**src/shared/sst_pkg.sv**
```systemverilog
// Package of constants, types and register map for the safe-state and self-test controller
package sst_pkg;

  // ******************************************************************
  // Register map (byte addresses)
  // ******************************************************************
  localparam logic [11:0] ADDR_CONFIG = 12'h000;
  localparam logic [11:0] ADDR_CTRL = 12'h004;
  localparam logic [11:0] ADDR_STATUS = 12'h008;
  localparam logic [11:0] ADDR_IRQ_STAT = 12'h00C;
  localparam logic [11:0] ADDR_IRQ_MASK = 12'h010;
  localparam logic [11:0] ADDR_OUT_EN = 12'h014;

  // ******************************************************************
  // Field positions and reset values
  // ******************************************************************
  localparam int ERR_BAND_HI = 12;
  localparam int ERR_BAND_LO = 11;
  localparam int TANGLE_HI = 7;
  localparam int TANGLE_LO = 6;
  localparam int TMODE_HI = 5;
  localparam int TMODE_LO = 4;
  localparam logic [15:0] CONFIG_RESET = 16'h0000;
  localparam logic [3:0] OUT_EN_RESET = 4'hF;
  localparam int CTRL_START_BIT = 0;

  // Number of fault inputs and their positions
  localparam int NUM_FAULTS = 12;
  localparam int F_WIRE = 0;
  localparam int F_UV = 1;
  localparam int F_CFG = 2;
  localparam int F_EE = 3;
  localparam int F_OT = 4;
  localparam int F_MEM = 5;
  localparam int F_OV = 6;
  localparam int F_HALL = 7;
  localparam int F_BG = 8;
  localparam int F_CLK = 9;
  localparam int F_SPIN = 10;
  localparam int F_ZERO = 11;
  localparam int F_XBAR = NUM_FAULTS;
  localparam int NUM_IN = NUM_FAULTS + 1;
  // Faults fixed to High-Z
  localparam logic [NUM_IN-1:0] HIZ_ONLY_MASK = 13'h003F;
  // Faults with selectable safe state
  localparam logic [NUM_IN-1:0] SELECT_MASK = 13'h1FC0;

  // Interrupt bit positions
  localparam int IRQ_HIZ = 0;
  localparam int IRQ_BAND = 1;
  localparam int IRQ_TEST_DONE = 2;
  localparam int NUM_IRQ = 3;

  // ******************************************************************
  // Self-test timing
  // ******************************************************************
  localparam int STEP_COUNT = 16;
  localparam int STEP_TIME_US = 1;
  localparam int CLK_MHZ = 25;
  localparam int STEP_CYCLES = STEP_TIME_US * CLK_MHZ;
  localparam logic [4:0] STEP_LAST = 5'(STEP_COUNT - 1);
  localparam logic [7:0] STEP_CYC_LAST = 8'(STEP_CYCLES - 1);

  // Error-band codes in config bits 12:11
  localparam logic [1:0] EB_HIZ = 2'h0;

  // ******************************************************************
  // Types
  // ******************************************************************
  typedef enum logic [1:0] {
    DRV_NORMAL,
    DRV_HIZ,
    DRV_ANGLE,
    DRV_BAND
  } sst_drive_type;

  typedef enum logic [1:0] {
    ST_IDLE,
    ST_HIZ,
    ST_ANGLE,
    ST_BAND
  } sst_state_type;

  typedef struct packed {
    sst_drive_type mode;
    logic [1:0] band_sel;
    logic [1:0] angle_sel;
    logic [1:0] test_mode;
  } sst_out_ctrl_type;

endpackage : sst_pkg

```
**src/logic/sst_ctrl.sv**
```systemverilog
// Safe-state controller and field-free self-test sequencer with APB registers
//
// Decided for this implementation: the APB slave port and the address map.
`timescale 1ns/1ps
module sst_ctrl
  import sst_pkg::*;
(
  input wire logic mclk,
  input wire logic reset_n,
  input wire logic psel,
  input wire logic penable,
  input wire logic pwrite,
  input wire logic [11:0] paddr,
  input wire logic [31:0] pwdata,
  output logic [31:0] prdata,
  output logic pready,
  output logic pslverr,
  input wire logic [NUM_IN-1:0] fault_in,
  input wire logic prog_mode,
  output sst_out_ctrl_type out_ctrl,
  output logic [3:0] output_drv_en,
  output logic output_c_prog_sel,
  output logic irq
);

  // ******************************************************************
  // Fault input synchronisers
  // ******************************************************************
  logic [NUM_IN-1:0] fault_meta_q;
  logic [NUM_IN-1:0] fault_sync_q;
  logic prog_meta_q;
  logic prog_sync_q;

  // Two flops on every asynchronous monitor line
  always_ff @(posedge mclk) begin
    if (!reset_n) begin
      fault_meta_q <= '0;
      fault_sync_q <= '0;
      prog_meta_q <= 1'b0;
      prog_sync_q <= 1'b0;
    end else begin
      fault_meta_q <= fault_in;
      fault_sync_q <= fault_meta_q;
      prog_meta_q <= prog_mode;
      prog_sync_q <= prog_meta_q;
    end
  end

  // ******************************************************************
  // Fault classification
  // ******************************************************************
  // Any fault of one class present
  function automatic logic any_set(input logic [NUM_IN-1:0] v, input logic [NUM_IN-1:0] m);
    any_set = |(v & m);
  endfunction : any_set

  // Fault class levels
  logic hiz_fault;
  logic sel_fault;
  // Monitors sampled every cycle, start-up and normal run alike
  assign hiz_fault = any_set(fault_sync_q, HIZ_ONLY_MASK);
  assign sel_fault = any_set(fault_sync_q, SELECT_MASK);

  // ******************************************************************
  // Registers
  // ******************************************************************
  // Software visible configuration
  logic [15:0] config_q;
  logic [15:0] config_d;
  logic [3:0] out_en_q;
  logic [3:0] out_en_d;
  // Sticky event flags and their mask
  logic [NUM_IRQ-1:0] irq_stat_q;
  logic [NUM_IRQ-1:0] irq_stat_d;
  logic [NUM_IRQ-1:0] irq_mask_q;
  logic [NUM_IRQ-1:0] irq_mask_d;
  // Bus answer: ready and error held for one cycle, read data held until the next read
  logic [31:0] prdata_q;
  logic [31:0] prdata_d;
  logic pready_q;
  logic pready_d;
  logic pslverr_q;
  logic pslverr_d;
  // Strobes between bus decode and sequencer
  logic start_req;
  logic test_done;
  // Previous fault levels for edge detection
  logic hiz_prev_q;
  logic band_prev_q;
  // Sequencer state, step and cycle counters
  sst_state_type state_q;
  sst_state_type state_d;
  logic [4:0] step_q;
  logic [4:0] step_d;
  logic [7:0] cyc_q;
  logic [7:0] cyc_d;
  logic powerup_q;
  logic powerup_d;

  // Access cycle of a transfer, one per transfer
  logic access;
  logic wr;
  assign access = psel && penable && !pready_q;
  assign wr = access && pwrite;

  // Mapped register offsets
  function automatic logic addr_ok(input logic [11:0] a);
    addr_ok = (a == ADDR_CONFIG) || (a == ADDR_CTRL) || (a == ADDR_STATUS) ||
              (a == ADDR_IRQ_STAT) || (a == ADDR_IRQ_MASK) || (a == ADDR_OUT_EN);
  endfunction : addr_ok

  // Bus decode, register writes and sticky interrupt flags
  always_comb begin
    config_d = config_q;
    out_en_d = out_en_q;
    irq_mask_d = irq_mask_q;
    irq_stat_d = irq_stat_q;
    prdata_d = prdata_q;
    pready_d = access;
    pslverr_d = access && !addr_ok(paddr);
    start_req = 1'b0;
    if (wr) begin
      case (paddr)
        ADDR_CONFIG: config_d = pwdata[15:0];
        ADDR_CTRL: start_req = pwdata[CTRL_START_BIT];
        ADDR_IRQ_STAT: irq_stat_d = irq_stat_q & ~pwdata[NUM_IRQ-1:0];
        ADDR_IRQ_MASK: irq_mask_d = pwdata[NUM_IRQ-1:0];
        ADDR_OUT_EN: out_en_d = pwdata[3:0];
        default: ;
      endcase
    end
    if (access && !pwrite) begin
      case (paddr)
        ADDR_CONFIG: prdata_d = {16'h0000, config_q};
        ADDR_STATUS: prdata_d = {14'h0000, 2'(state_q), 3'h0, fault_sync_q};
        ADDR_IRQ_STAT: prdata_d = {29'h00000000, irq_stat_q};
        ADDR_IRQ_MASK: prdata_d = {29'h00000000, irq_mask_q};
        ADDR_OUT_EN: prdata_d = {28'h0000000, out_en_q};
        default: prdata_d = 32'h00000000;
      endcase
    end
    // Set wins over a clear in the same cycle
    if (hiz_fault && !hiz_prev_q) irq_stat_d[IRQ_HIZ] = 1'b1;
    if (sel_fault && !band_prev_q) irq_stat_d[IRQ_BAND] = 1'b1;
    if (test_done) irq_stat_d[IRQ_TEST_DONE] = 1'b1;
  end

  // Register stage of bus and flag state
  always_ff @(posedge mclk) begin
    if (!reset_n) begin
      config_q <= CONFIG_RESET;
      out_en_q <= OUT_EN_RESET;
      irq_stat_q <= '0;
      irq_mask_q <= '0;
      prdata_q <= 32'h00000000;
      pready_q <= 1'b0;
      pslverr_q <= 1'b0;
      hiz_prev_q <= 1'b0;
      band_prev_q <= 1'b0;
    end else begin
      config_q <= config_d;
      out_en_q <= out_en_d;
      irq_stat_q <= irq_stat_d;
      irq_mask_q <= irq_mask_d;
      prdata_q <= prdata_d;
      pready_q <= pready_d;
      pslverr_q <= pslverr_d;
      hiz_prev_q <= hiz_fault;
      band_prev_q <= sel_fault;
    end
  end

  // ******************************************************************
  // Self-test sequencer
  // ******************************************************************
  // End of one step and of one sixteen-step phase
  logic step_end;
  logic phase_end;
  assign step_end = (cyc_q == STEP_CYC_LAST);
  assign phase_end = step_end && (step_q == STEP_LAST);

  // Test offered once after power-up, started by software
  always_comb begin
    state_d = state_q;
    step_d = step_q;
    cyc_d = cyc_q;
    powerup_d = powerup_q;
    test_done = 1'b0;
    case (state_q)
      ST_IDLE: begin
        if (start_req && powerup_q) begin
          state_d = ST_HIZ;
          powerup_d = 1'b0;
          step_d = 5'h00;
          cyc_d = 8'h00;
        end
      end
      ST_HIZ, ST_ANGLE, ST_BAND: begin
        cyc_d = cyc_q + 8'h01;
        if (step_end) begin
          cyc_d = 8'h00;
          step_d = step_q + 5'h01;
          if (phase_end) begin
            step_d = 5'h00;
            case (state_q)
              ST_HIZ: state_d = ST_ANGLE;
              ST_ANGLE: state_d = ST_BAND;
              default: begin
                state_d = ST_IDLE;
                test_done = 1'b1;
              end
            endcase
          end
        end
      end
      default: state_d = ST_IDLE;
    endcase
  end

  // Register stage of the sequencer
  always_ff @(posedge mclk) begin
    if (!reset_n) begin
      state_q <= ST_IDLE;
      step_q <= 5'h00;
      cyc_q <= 8'h00;
      powerup_q <= 1'b1;
    end else begin
      state_q <= state_d;
      step_q <= step_d;
      cyc_q <= cyc_d;
      powerup_q <= powerup_d;
    end
  end

  // ******************************************************************
  // Output drive selection
  // ******************************************************************
  // Registered output drive and its next value
  sst_out_ctrl_type out_ctrl_q;
  sst_out_ctrl_type out_ctrl_d;
  logic [3:0] drv_en_q;
  logic [3:0] drv_en_d;
  // Programming pin select and interrupt line
  logic prog_sel_q;
  logic prog_sel_d;
  logic irq_q;
  logic irq_d;

  // Safe state of a selectable fault from the error-band field
  function automatic sst_drive_type band_mode(input logic [1:0] sel);
    band_mode = (sel == EB_HIZ) ? DRV_HIZ : DRV_BAND;
  endfunction : band_mode

  // Drive pattern of each self-test phase
  function automatic sst_drive_type phase_mode(input sst_state_type s);
    case (s)
      ST_HIZ: phase_mode = DRV_HIZ;
      ST_ANGLE: phase_mode = DRV_ANGLE;
      ST_BAND: phase_mode = DRV_BAND;
      default: phase_mode = DRV_NORMAL;
    endcase
  endfunction : phase_mode

  // High-Z faults outrank everything, then selectable faults, then test
  always_comb begin
    out_ctrl_d.band_sel = config_q[ERR_BAND_HI:ERR_BAND_LO];
    out_ctrl_d.angle_sel = config_q[TANGLE_HI:TANGLE_LO];
    out_ctrl_d.test_mode = config_q[TMODE_HI:TMODE_LO];
    prog_sel_d = prog_sync_q;
    irq_d = |(irq_stat_d & irq_mask_q);
    if (hiz_fault) begin
      out_ctrl_d.mode = DRV_HIZ;
    end else if (sel_fault) begin
      out_ctrl_d.mode = band_mode(config_q[ERR_BAND_HI:ERR_BAND_LO]);
    end else begin
      out_ctrl_d.mode = phase_mode(state_q);
    end
  end

  // Each driver on only while enabled and not in High-Z
  for (genvar g = 0; g < 4; g++) begin : g_drv
    assign drv_en_d[g] = out_en_q[g] && (out_ctrl_d.mode != DRV_HIZ);
  end

  // Register stage of the output drive
  always_ff @(posedge mclk) begin
    if (!reset_n) begin
      out_ctrl_q <= '{mode: DRV_HIZ, band_sel: 2'h0, angle_sel: 2'h0, test_mode: 2'h0};
      drv_en_q <= 4'h0;
      prog_sel_q <= 1'b0;
      irq_q <= 1'b0;
    end else begin
      out_ctrl_q <= out_ctrl_d;
      drv_en_q <= drv_en_d;
      prog_sel_q <= prog_sel_d;
      irq_q <= irq_d;
    end
  end

  // Output ports straight from flops
  assign out_ctrl = out_ctrl_q;
  assign output_drv_en = drv_en_q;
  assign output_c_prog_sel = prog_sel_q;
  assign irq = irq_q;
  assign prdata = prdata_q;
  assign pready = pready_q;
  assign pslverr = pslverr_q;

endmodule : sst_ctrl

```
**config.mk**
```make
export PLATFORM = sky130hd
export DESIGN_NAME = sst_ctrl
export DESIGN_NICKNAME = d
export VERILOG_FILES = /design/src/shared/sst_pkg.sv /design/src/logic/sst_ctrl.sv
export SDC_FILE = /design/constraint.sdc
export NUM_CORES = 1
export LEC_CHECK = 0
export BUFFER_PORTS_ARGS = -buffer_cell sky130_fd_sc_hd__buf_4
export CAP_MARGIN = 20
export CORE_AREA = 2 2 88 90
export CTS_BUF_LIST = sky130_fd_sc_hd__clkbuf_4
export CTS_CLUSTER_SIZE = 16
export DETAILED_ROUTE_END_ITERATION = 8
export DIE_AREA = 0 0 90 92
export PLACE_DENSITY = 0.95
export SLEW_MARGIN = 0
export SYNTH_ARGS = -nofsm -noshare
export SYNTH_HDL_FRONTEND = slang
export SYNTH_SLANG_ARGS = --single-unit
```
**constraint.sdc**
```tcl
create_clock -name mclk -period 3.73 [get_ports mclk]
set_clock_uncertainty 0.1 [all_clocks]
set_input_delay 0.373 -clock mclk [delete_from_list [all_inputs] [get_ports mclk]]
set_output_delay 0.373 -clock mclk [all_outputs]
set_load 0.05 [all_outputs]
```
* After elaboration in Yosys (flattened, before gate mapping)
Index checks and enable logic that the tools add are counted.
** Storage, ports and cells
- Memories kept :: 0
- Bits of input ports :: 63
- Bits in writable memories :: 0
- Bits in read-only memories :: 0
- Bits in registers :: 120
- Latch bits :: 0
- Output and inout port bits :: 48
- Word-level logic and storage cells :: 108
** Cells by class
- Mux-type cells :: 28
- Reductions and logical operators :: 37
- Divide/modulo/power cells :: 0
- $lt $le $gt $ge :: 0
- Multipliers :: 0
- Equal/unequal tests :: 14
- $add $sub $neg :: 2
- Shift-type cells :: 0
- Bitwise gates (word level) :: 3
** Operators with widths (count)
- case mux 18 bit (5 select lines) :: 1
- == test 12 x 4 -> 1 bit (second input constant) :: 2
- == test 12 x 5 -> 1 bit (second input constant) :: 2
- 2-to-1 mux 8 bit :: 2
- case mux 8 bit (2 select lines) :: 1
- 2-to-1 mux 5 bit :: 3
- logical AND 1 bit :: 13
- == test 12 x 3 -> 1 bit (second input constant) :: 1
- zero test 12 bit :: 1
- 2-to-1 mux 2 bit :: 6
- case mux 5 bit (2 select lines) :: 1
- AND reduction 2 bit :: 5
- 2-to-1 mux 1 bit :: 9
- adder 8 x 1 -> 8 bit (second input constant) :: 1
- == test 8 x 5 -> 1 bit (second input constant) :: 1
- case mux 2 bit (2 select lines) :: 2
- OR reduction 7 bit :: 1
- bitwise AND 3 bit :: 2
- 2-to-1 mux 3 bit :: 2
- != test 2 bit (second input constant) :: 3
- case mux 2 bit (3 select lines) :: 1
- OR reduction 3 bit :: 2
- OR reduction 6 bit :: 1
- adder 5 x 1 -> 5 bit (second input constant) :: 1
- other kinds (10) :: 20

* Depth between registers and ports, before layout
Gate-level depths: netlist of the first run.
- Word-level depth :: 9
- Gate-level depth with buffers :: 8

* Least setup slack after synthesis of the first run
No wires, ideal clock.
- Path kind :: input-to-reg
- Start point :: input port paddr[9]
- End point :: register state_q[1]
- Path buffers :: 0
- Path slack :: 1.761 ns
- Cell stages on the path :: 5
- Arrival :: 1.754 ns
- Path through :: nor4_4 > nand3_4 > or4_4 > and3_1 > o21a_1
** Between the ends
- Word-level cells in the longest chain between the ends :: 6
** RTL lines
- from (decl) :: RTL line sst_ctrl.sv:13 : input wire logic [11:0] paddr,
- == test 12 x 3 -> 1 bit :: RTL line sst_ctrl.sv:123 : case (paddr)
- 2-to-1 mux 1 bit :: RTL line sst_ctrl.sv:123
- 2-to-1 mux 1 bit :: RTL line sst_ctrl.sv:122 : if (wr) begin
- logical AND 1 bit :: RTL line sst_ctrl.sv:191 : if (start_req && powerup_q) begin
- != test 2 bit (no source line)
- AND reduction 3 bit (no source line)
- to (signal assigned) :: RTL line sst_ctrl.sv:228 : state_q <= state_d;
- to (decl) :: RTL line sst_ctrl.sv:91 : sst_state_type state_q;
Every way passes these cells.
A chain may end at the register's enable or synchronous reset.

* Final worst setup path of the first run
- Start point :: register fault_sync_q[4]
- End point :: register drv_en_q[3], in the netlist output_drv_en[3]
** Between the ends
- Word-level cells in the longest chain between the ends :: 4
** RTL lines
- from (decl) :: RTL line sst_ctrl.sv:30 : logic [NUM_IN-1:0] fault_sync_q;
- from (signal assigned) :: RTL line sst_ctrl.sv:43 : fault_sync_q <= fault_meta_q;
- OR reduction 6 bit :: RTL line sst_ctrl.sv:54 : any_set = |(v & m);
- 2-to-1 mux 2 bit :: RTL line sst_ctrl.sv:271 : if (hiz_fault) begin
- != test 2 x 1 -> 1 bit :: RTL line sst_ctrl.sv:282 : assign drv_en_d[g] = out_en_q[g] && (out_ctrl_d.mode != DRV_HIZ);
- logical AND 1 bit :: RTL line sst_ctrl.sv:282
- to (signal assigned) :: RTL line sst_ctrl.sv:294 : drv_en_q <= drv_en_d;
- to (decl) :: RTL line sst_ctrl.sv:241 : logic [3:0] drv_en_q;
Every way passes these cells.

==> results.md, run 1 <==
* Inserted Clock Buffers at 9
* Hold_ws at roughly 0.037 ns
* Most common cell on crit path: nor3_1
* Die Ht at 92 um
* Synth Area in Adders at 0.0237
* Drc violations at 0
* Least-Margin Pin Slew at 0.707 ns
* Synth Flop Type: dfxtp_1
* Total grt overflow at 0
* Nets at slightly above 600
* Worst Path Arrival at ~2.5 ns
* Top cells by area, synth: dfxtp_1 (50%), and2_1 (6.7%), nand2_1 (6.0%), o21ai_0 (4.2%), a21boi_0 (3.7%)
* Count leader, synth: dfxtp_1
* Worst path buffer plus inverter count at 0
* Synthesized area at approximately 4200 um^2
* Reg-to-reg endpoint: output_drv_en[3]$_SDFF_PN0_
* First-pass GRT wire length at 15100 um
* Critical Path Max Stage Delay at 0.52 ns
* Crit end category: flip-flop
* Slew HR at 0.529
* Largest net degree at the start of global routing at 88
* Post-synth EDFFs at 0
* Number of diodes at 0
* Mux share of post-synthesis cell area at 0.0237
* Tmin final at 2.18 ns
* Top Family by Delay on Critical Path: simple AND/OR/NAND/NOR gates
* Hold Buf Count CTS at 11
* Max Freq at roughly 0.46 GHz
* Final HPWL DP at around 6400 um
* Fillers at around 560
* Core footprint at approximately 7400 um^2
* Vias/cell at approximately 5.3
* Mapped Cells at 452
* #FFs+latches synth at 106
* Setup Fix Bufs, Post-CTS at 0
* Async set-reset flop share out of synthesis at 0
* DR iter-0 viols at 288
* R2R cell count at 5
* Syn avg cell area at slightly above 9 um^2
* Clock buffer depth at 2
* Via count at between 3000 and 4000
* CP cell instances: or4_1 -> nor3_1 -> nand2_1 -> nor3_1 -> and2_1
* H-tree lvl count at 3
* Synthesis-to-layout area growth at 20.5%
* Vias in the first global route at 3316
* Top cells by count, synth: dfxtp_1 (106), nand2_1 (67), and2_1 (45)
* FP Rows at 32
* CP Class: reg -> reg
* DRT Pass-1 Iters at 4
* # port buffers at 80
* CTS resizes at 0
* Worst min-delay path category: in -> reg
* Final Wtd Congestion at 0.765
* Worst-Skew Late Latency at 0.47 ns
* CP max FO at 4
* Synth Area in Simple Gates at 0.243
* Worst hold stages at 3
* Initial antenna violation count at 0
* Maximum vdd drop at about 320 uV
* Hold EP: out_en_q[3]$_SDFFE_PN1P_
* Final-report hold violation count at 0
* Synth Area in XOR/XNOR at 0.00623
* Num ports at around 110
* Critical Path RT at slightly above 4 ns
* Setup violators final at 0
* Status: finished, final reports clean
* Main combinational cell family by area after synthesis: simple AND/OR/NAND/NOR gates
* Post-synthesis compound-gate area fraction at 0.148
* Critical R2R Launch: fault_sync_q[4]$_SDFF_PN0_
* CTS tree: yes
* Slowest CP cell: or4_1
* Global Route Usage Sum at 0.227
* Routed WL per cell at roughly 15 um
* Max-cap viol count at 0
* Reg clk slew, reported paths at 0.16 ns
* Fraction of layout instances using a drive strength above 1 at 0.196
* Post-route antenna net violation count at 0
* Dominant cell type by area after synthesis: dfxtp_1
* CTS Root Cell: clkbuf_4
* R2R setup slack at 1.55 ns
* Share of the synthesized area in the top cell type at 0.503
* Pwr/cell area at between 300 and 400 nW/um^2
* Tcrit/Tclk final at 0.584
* Starting density of the core at 0.567
* CTS sink count at roughly 110
* Min-delay src: pwdata[3]
* Setup TNS at 0 ns
* Max-slew violations at 0
* Die width at roughly 90 um
* Die area at ~8300 um^2
* Yosys Warn Count at 0
* Drt total wl at 9460 um
* Synth unique cells at between 40 and 50
* Leakage power at 2.04 nW
* Register area share after synthesis at 0.503
* RSZ-0062 raised after global routing: false
* Startpoint types: flip-flop
[metal layers]
layer / GRT usage / vias up / wire length (um) / part of all wire
met5: 0 / - / 0 / 0
met4: 0.0962 / 0 / 298 / 0.031
met3: 0.0657 / 25 / 626 / 0.066
met2: 0.393 / 131 / 4740 / 0.50
met1: 0.264 / 1600 / 3800 / 0.40
li1: - / 1689 / - / -
[power breakdown]
| part | internal (mW) | switching [mW] | total (mW) |
|---|---|---|---|
| Sequential | 1.16 | 0.00921 | 1.17 |
| Combinational | 0.0752 | 0.110 | 0.186 |
| Clock | 0.152 | 0.405 | 0.557 |
[worst register-to-register path, stage by stage (launching register included)]
cell,delay [ns]
dfxtp_1,0.34
or4_1,0.52
nor3_1,0.37
nand2_1,0.13
nor3_1,0.48
and2_1,0.20
[cell usage in the layout (no fill, tap or decap), types with 3 or more instances in the layout]
cell type | Yosys | routed
dfxtp_1 | 106 | 106
buf_4 | 16 | 81
nand2_1 | 67 | 67
and2_1 | 45 | 45
o21ai_0 | 35 | 35
a21boi_0 | 21 | 21
nor2_1 | 16 | 16
a22oi_1 | 15 | 15
conb_1 | 1 | 14
dlygate4sd3_1 | 0 | 14
a21oi_1 | 13 | 13
nand3_1 | 11 | 11
mux2i_1 | 10 | 10
nor2b_1 | 9 | 9
clkbuf_4 | 0 | 9
ha_1 | 8 | 8
inv_1 | 7 | 7
nor3_1 | 6 | 6
nand2b_1 | 4 | 4
and3_1 | 4 | 4
o21a_1 | 4 | 4
nor3_2 | 3 | 3
and4b_1 | 3 | 3
nand4_1 | 3 | 3
xor2_1 | 3 | 3
inv_8 | 0 | 3
[kinds of logic after synthesis]
kind of cell	count (synthesis)
compound gates	98
xor+xnor	3
fa+ha+maj	8
buf+inv	41
flops	106
mux	10
other cells	1
simple gates	185
[through the flow]
| stage | util | worst slack, ns | total power, mW | instance area, um^2 | instances |
|---|---|---|---|---|---|
| after floorplan | - | 1.76 | 1.31 | 4270 | 465 |
| after global placement | 0.647 | 1.33 | 1.36 | 4810 | 614 |
| after detailed placement | 0.647 | 1.12 | 1.36 | 4810 | 614 |
| after CTS | 0.679 | 1.54 | 1.90 | 5050 | 641 |
| after global routing | 0.683 | 1.39 | 1.98 | 5080 | 644 |
| final | 0.683 | 1.55 | 1.91 | 5080 | 644 |
[cell type report]
type	count	area [um^2]	share of cell area
inverters	7	26.3	0.00517
repair buffers	95	748	0.147
flip-flops and latches	106	2120	0.417
multi-input cells	318	1930	0.380
well taps	102	128	0.0251
clock inverters	7	62.6	0.0123
clock buffers	9	67.6	0.0133
[state kept, by name, summed over array words and instances (netlist names)]
signal,cells
pslverr,1
output_drv_en,4
hiz_prev_q,1
state_q,2
irq_stat_q,3
step_q,5
output_c_prog_sel,1
prog_sel_d,1
powerup_q,1
irq,1
pready,1
fault_meta_q,13
prdata,18
config_q,16
band_prev_q,1
out_ctrl,8
cyc_q,8
irq_mask_q,3
fault_sync_q,13
out_en_q,4
prog_meta_q,1
[how the worst max path moves through the flow]
| stage | start | end | slack, ns | depth (start not counted) |
|---|---|---|---|---|
| after floorplan | paddr[9] | state_q[1]$_SDFFE_PN0P_ | 1.76 | 5 |
| after global placement | paddr[9] | config_q[13]$_SDFFE_PN0P_ | 1.33 | 7 |
| after CTS | fault_sync_q[4]$_SDFF_PN0_ | output_drv_en[3]$_SDFF_PN0_ | 1.54 | 5 |
| after detailed placement | paddr[9] | config_q[11]$_SDFFE_PN0P_ | 1.12 | 7 |
| after global routing | fault_sync_q[4]$_SDFF_PN0_ | output_drv_en[3]$_SDFF_PN0_ | 1.39 | 5 |
| final | fault_sync_q[4]$_SDFF_PN0_ | output_drv_en[3]$_SDFF_PN0_ | 1.55 | 5 |
Note: power is estimated with default switching activity, not from simulation.
==> run 2: changes to the inputs <==
--- a/config.mk
+++ b/config.mk
@@ -5,14 +5,15 @@
 export SDC_FILE = /design/constraint.sdc
 export NUM_CORES = 1
 export LEC_CHECK = 0
+export ABC_AREA = 1
 export BUFFER_PORTS_ARGS = -buffer_cell sky130_fd_sc_hd__buf_4
 export CAP_MARGIN = 20
-export CORE_AREA = 2 2 88 90
+export CORE_AREA = 2 2 97 99
 export CTS_BUF_LIST = sky130_fd_sc_hd__clkbuf_4
 export CTS_CLUSTER_SIZE = 16
 export DETAILED_ROUTE_END_ITERATION = 8
-export DIE_AREA = 0 0 90 92
-export PLACE_DENSITY = 0.95
+export DIE_AREA = 0 0 99 101
+export PLACE_DENSITY = 0.9
 export SLEW_MARGIN = 0
 export SYNTH_ARGS = -nofsm -noshare
 export SYNTH_HDL_FRONTEND = slang
==> constraint.sdc (replaced) <==
create_clock -name mclk -period 2 [get_ports mclk]
set_clock_uncertainty 0.1 [all_clocks]
set_input_delay 0.2 -clock mclk [delete_from_list [all_inputs] [get_ports mclk]]
set_output_delay 0.2 -clock mclk [all_outputs]
set_load 0.05 [all_outputs]
==> run 2 against run 1 <==
Sequential share of layout area is 3.7 points lower. Total power rose by 99%. Core utilization down 6.1 points. Worst hold slack improved by 0.015 ns. Final area rose by 9.7%. Synthesized cell count is 27% higher. Via count up 16%. Clock power increased by 110%. Fmax up 20%. Setup slack lost 1.4 ns. Largest cell class unchanged. Largest power group unchanged.
==> results.md, run 2 <==
* Final HPWL DP at 7000 um (+8.8%)
* R2R setup slack at 0.18 ns (-1.37 ns)
* Leakage power at 2.65 nW (+30%)
* Synth unique cells at 35 (-24%)
* Nets at 763 (+25%)
* Post-route antenna net violation count at 0 (unchanged)
* Via count at 3979 (+16%)
* Mapped Cells at 574 (+27%)
* Top cells by count, synth: nand2_1 (122), dfxtp_1 (106), inv_1 (91)
* Share of the synthesized area in the top cell type at 0.482 (-0.0209)
* CP cell instances: inv_1 -> ha_1 -> clkinv_1 -> nand2_1 -> nand3_1 -> a21oi_1
* Starting density of the core at 0.490 (-0.0762)
* Syn avg cell area at 7.67 um^2 (-18%)
* FP Rows at 35 (+9.4%)
* Max-slew violations at 0 (unchanged)
* Post-synthesis compound-gate area fraction at 0.134 (-0.0144)
* # port buffers at 80 (unchanged)
* Hold_ws at 0.0524 ns (+0.0152 ns)
* Tcrit/Tclk final at 0.908 (+0.323)
* Yosys Warn Count at 0 (unchanged)
* Top Family by Delay on Critical Path: buffers and inverters
* Critical Path RT at 2.28 ns (-1.77 ns)
* Worst hold stages at 5 (+2)
* Max-cap viol count at 0 (unchanged)
* Core footprint at 8980 um^2 (+21%)
* R2R cell count at 6 (+1)
* Die Ht at 101 um (+9.8%)
* Global Route Usage Sum at 0.215 (-0.0119)
* Max Freq at 0.551 GHz (+20%)
* Main combinational cell family by area after synthesis: simple AND/OR/NAND/NOR gates
* Synth Flop Type: dfxtp_1
* Count leader, synth: nand2_1
* Maximum vdd drop at 634 uV (+99%)
* Commonest non-fill, non-tap cell in the layout: nand2_1
* Pwr/cell area at 679 nW/um^2 (+81%)
* CP Class: reg -> reg
* CTS resizes at 0 (unchanged)
* DR iter-0 viols at 263 (-8.7%)
* Number of diodes at 0 (unchanged)
* Setup violators final at 0 (unchanged)
* Synth Area in XOR/XNOR at 0.00597 (-0.000258)
* Fin cells at 808 (+25%)
* Finished layout cell area at 5580 um^2 (+9.7%)
* Top cells by area, synth: dfxtp_1 (48%), nand2_1 (10%), inv_1 (7.8%), a21oi_1 (4.8%), o21ai_0 (4.4%)
* Drc violations at 0 (unchanged)
* Synth Area in Simple Gates at 0.227 (-0.0161)
* Final-report hold violation count at 0 (unchanged)
* Reg clk slew, reported paths at 0.17 ns (about the same)
* Crit end category: flip-flop
* Vias in the first global route at 3926 (+18%)
* Mux share of post-synthesis cell area at 0 (-0.0237)
* #FFs+latches synth at 106 (unchanged)
* CTS sink count at 106 (unchanged)
* Setup TNS at 0 ns (unchanged)
* Synthesized area at 4400 um^2 (+4.3%)
* Synthesis-to-layout area growth at 26.7%
* Setup Fix Bufs, Post-CTS at 0 (unchanged)
* Worst Path Arrival at 2.10 ns (-0.40 ns)
* Critical Path Max Stage Delay at 0.38 ns (-0.14 ns)
* Inserted Clock Buffers at 9 (unchanged)
* Status: finished, final reports clean
* Largest register FFs at 18 (unchanged)
* Min-delay src: paddr[3]
* Area after DPL at 5040 um^2 (+4.7%)
* Startpoint types: flip-flop
* Dominant cell type by area after synthesis: dfxtp_1
* Slowest CP cell: dfxtp_1
* Fraction of layout instances using a drive strength above 1 at 0.195 (-0.000450)
* Hold EP: powerup_q$_SDFFE_PN1P_
* Clock buffer depth at 2 (unchanged)
* Drt total wl at 10500 um (+11%)
* Tmin final at 1.82 ns (-0.364 ns)
* Worst min-delay path category: in -> reg
* DRT Pass-1 Iters at 5 (+1)
* Async set-reset flop share out of synthesis at 0 (unchanged)
* Vias/cell at 4.92 (-7.9%)
* Synth Area in Adders at 0.0227 (-0.000984)
* RSZ-0062 raised after global routing: false
* Final Wtd Congestion at 0.870 (+14%)
* Worst path buffer plus inverter count at 2 (+2)
* CTS Root Cell: clkbuf_4
* Most frequent cells in the layout: nand2_1 (122), dfxtp_1 (106), inv_1 (91)
* Initial antenna violation count at 0 (unchanged)
* Worst-Skew Late Latency at 0.47 ns (about the same)
* Total power after layout at 3.79 mW (+99%)
* Num ports at 111 (unchanged)
* Total grt overflow at 0 (unchanged)
* Die width at 99 um (+10%)
* Die area at 10000 um^2 (+21%)
* Post-synth EDFFs at 0 (unchanged)
* H-tree lvl count at 3 (unchanged)
* First-pass GRT wire length at 17200 um (+14%)
* CP max FO at 9 (+5)
* Placed Cells at 753 (+23%)
* Critical R2R Launch: state_q[0]$_SDFFE_PN0P_
* Routed WL per cell at 13.0 um (-12%)
* Largest net degree at the start of global routing at 33 (-63%)
* Reg-to-reg endpoint: state_q[1]$_SDFFE_PN0P_
* Register area share after synthesis at 0.482 (-0.0209)
* CTS tree: yes
==> run 2: worst max-delay path by stage <==
stage | depth (start not counted) | slack (ns) | startpoint | end
2_1_floorplan | 7 | 0.30 | pready$_SDFF_PN0_ | prdata[3]$_SDFFE_PN0P_
3_3_place_gp | 9 | 0.36 | paddr[11] | config_q[7]$_SDFFE_PN0P_
3_5_place_dp | 7 | 0.26 | state_q[0]$_SDFFE_PN0P_ | state_q[1]$_SDFFE_PN0P_
4_1_cts | 6 | 0.22 | state_q[0]$_SDFFE_PN0P_ | state_q[1]$_SDFFE_PN0P_
5_1_grt | 6 | 0.06 | state_q[0]$_SDFFE_PN0P_ | state_q[0]$_SDFFE_PN0P_
6_report | 6 | 0.18 | state_q[0]$_SDFFE_PN0P_ | state_q[1]$_SDFFE_PN0P_
==> run 2: timing repair <==
item                       4_1_cts  5_1_grt
hold buffers                    39        0
setup endpoints to repair        0        0
hold endpoints to repair        43        0
==> run 2: worst min-delay path, cell delays in order <==
cell     delay, ns
buf_4         0.10
nor2_1        0.07
nand2_1       0.09
o31ai_1       0.07
nand2_1       0.05
==> run 2: cell families (layout without fill, tap and decap cells) <==
| family | Yosys count | in the layout |
|---|---|---|
| compound gates | 107 | 107 |
| other cells | 1 | 14 |
| xor+xnor | 3 | 3 |
| flops | 106 | 106 |
| simple gates | 221 | 221 |
| buf+inv | 128 | 238 |
| fa+ha+maj | 8 | 8 |
==> run 2: power breakdown <==
group	switching [mW]	internal, mW
clock network	0.740	0.407
registers	0.0180	2.17
logic	0.280	0.179
==> run 2: per-stage QoR <==
| stage | util | setup WS [ns] |
|---|---|---|
| after floorplan | - | 0.303 |
| after global placement | 0.562 | 0.361 |
| after detailed placement | 0.562 | 0.259 |
| after CTS | 0.622 | 0.217 |
| after global routing | 0.622 | 0.0629 |
| final | 0.622 | 0.185 |
==> run 2: routing by layer <==
layer  global-route usage  vias to the layer above  routed length [um]
li1                     -                     2007                   -
met1                0.240                     1802                4210
met2                0.382                      137                5330
met3               0.0693                       33                 636
met4               0.0832                        0                 308
met5                    0                        -                   0
==> run 2: layout make-up <==
class / instances / area [um^2]
clock buffers: 9 / 67.6
clock inverters: 7 / 81.3
fillers: 690 / 3400
inverters: 97 / 367
multi-input cells: 353 / 1770
flip-flops and latches: 106 / 2120
well taps: 111 / 139
repair buffers: 125 / 1040
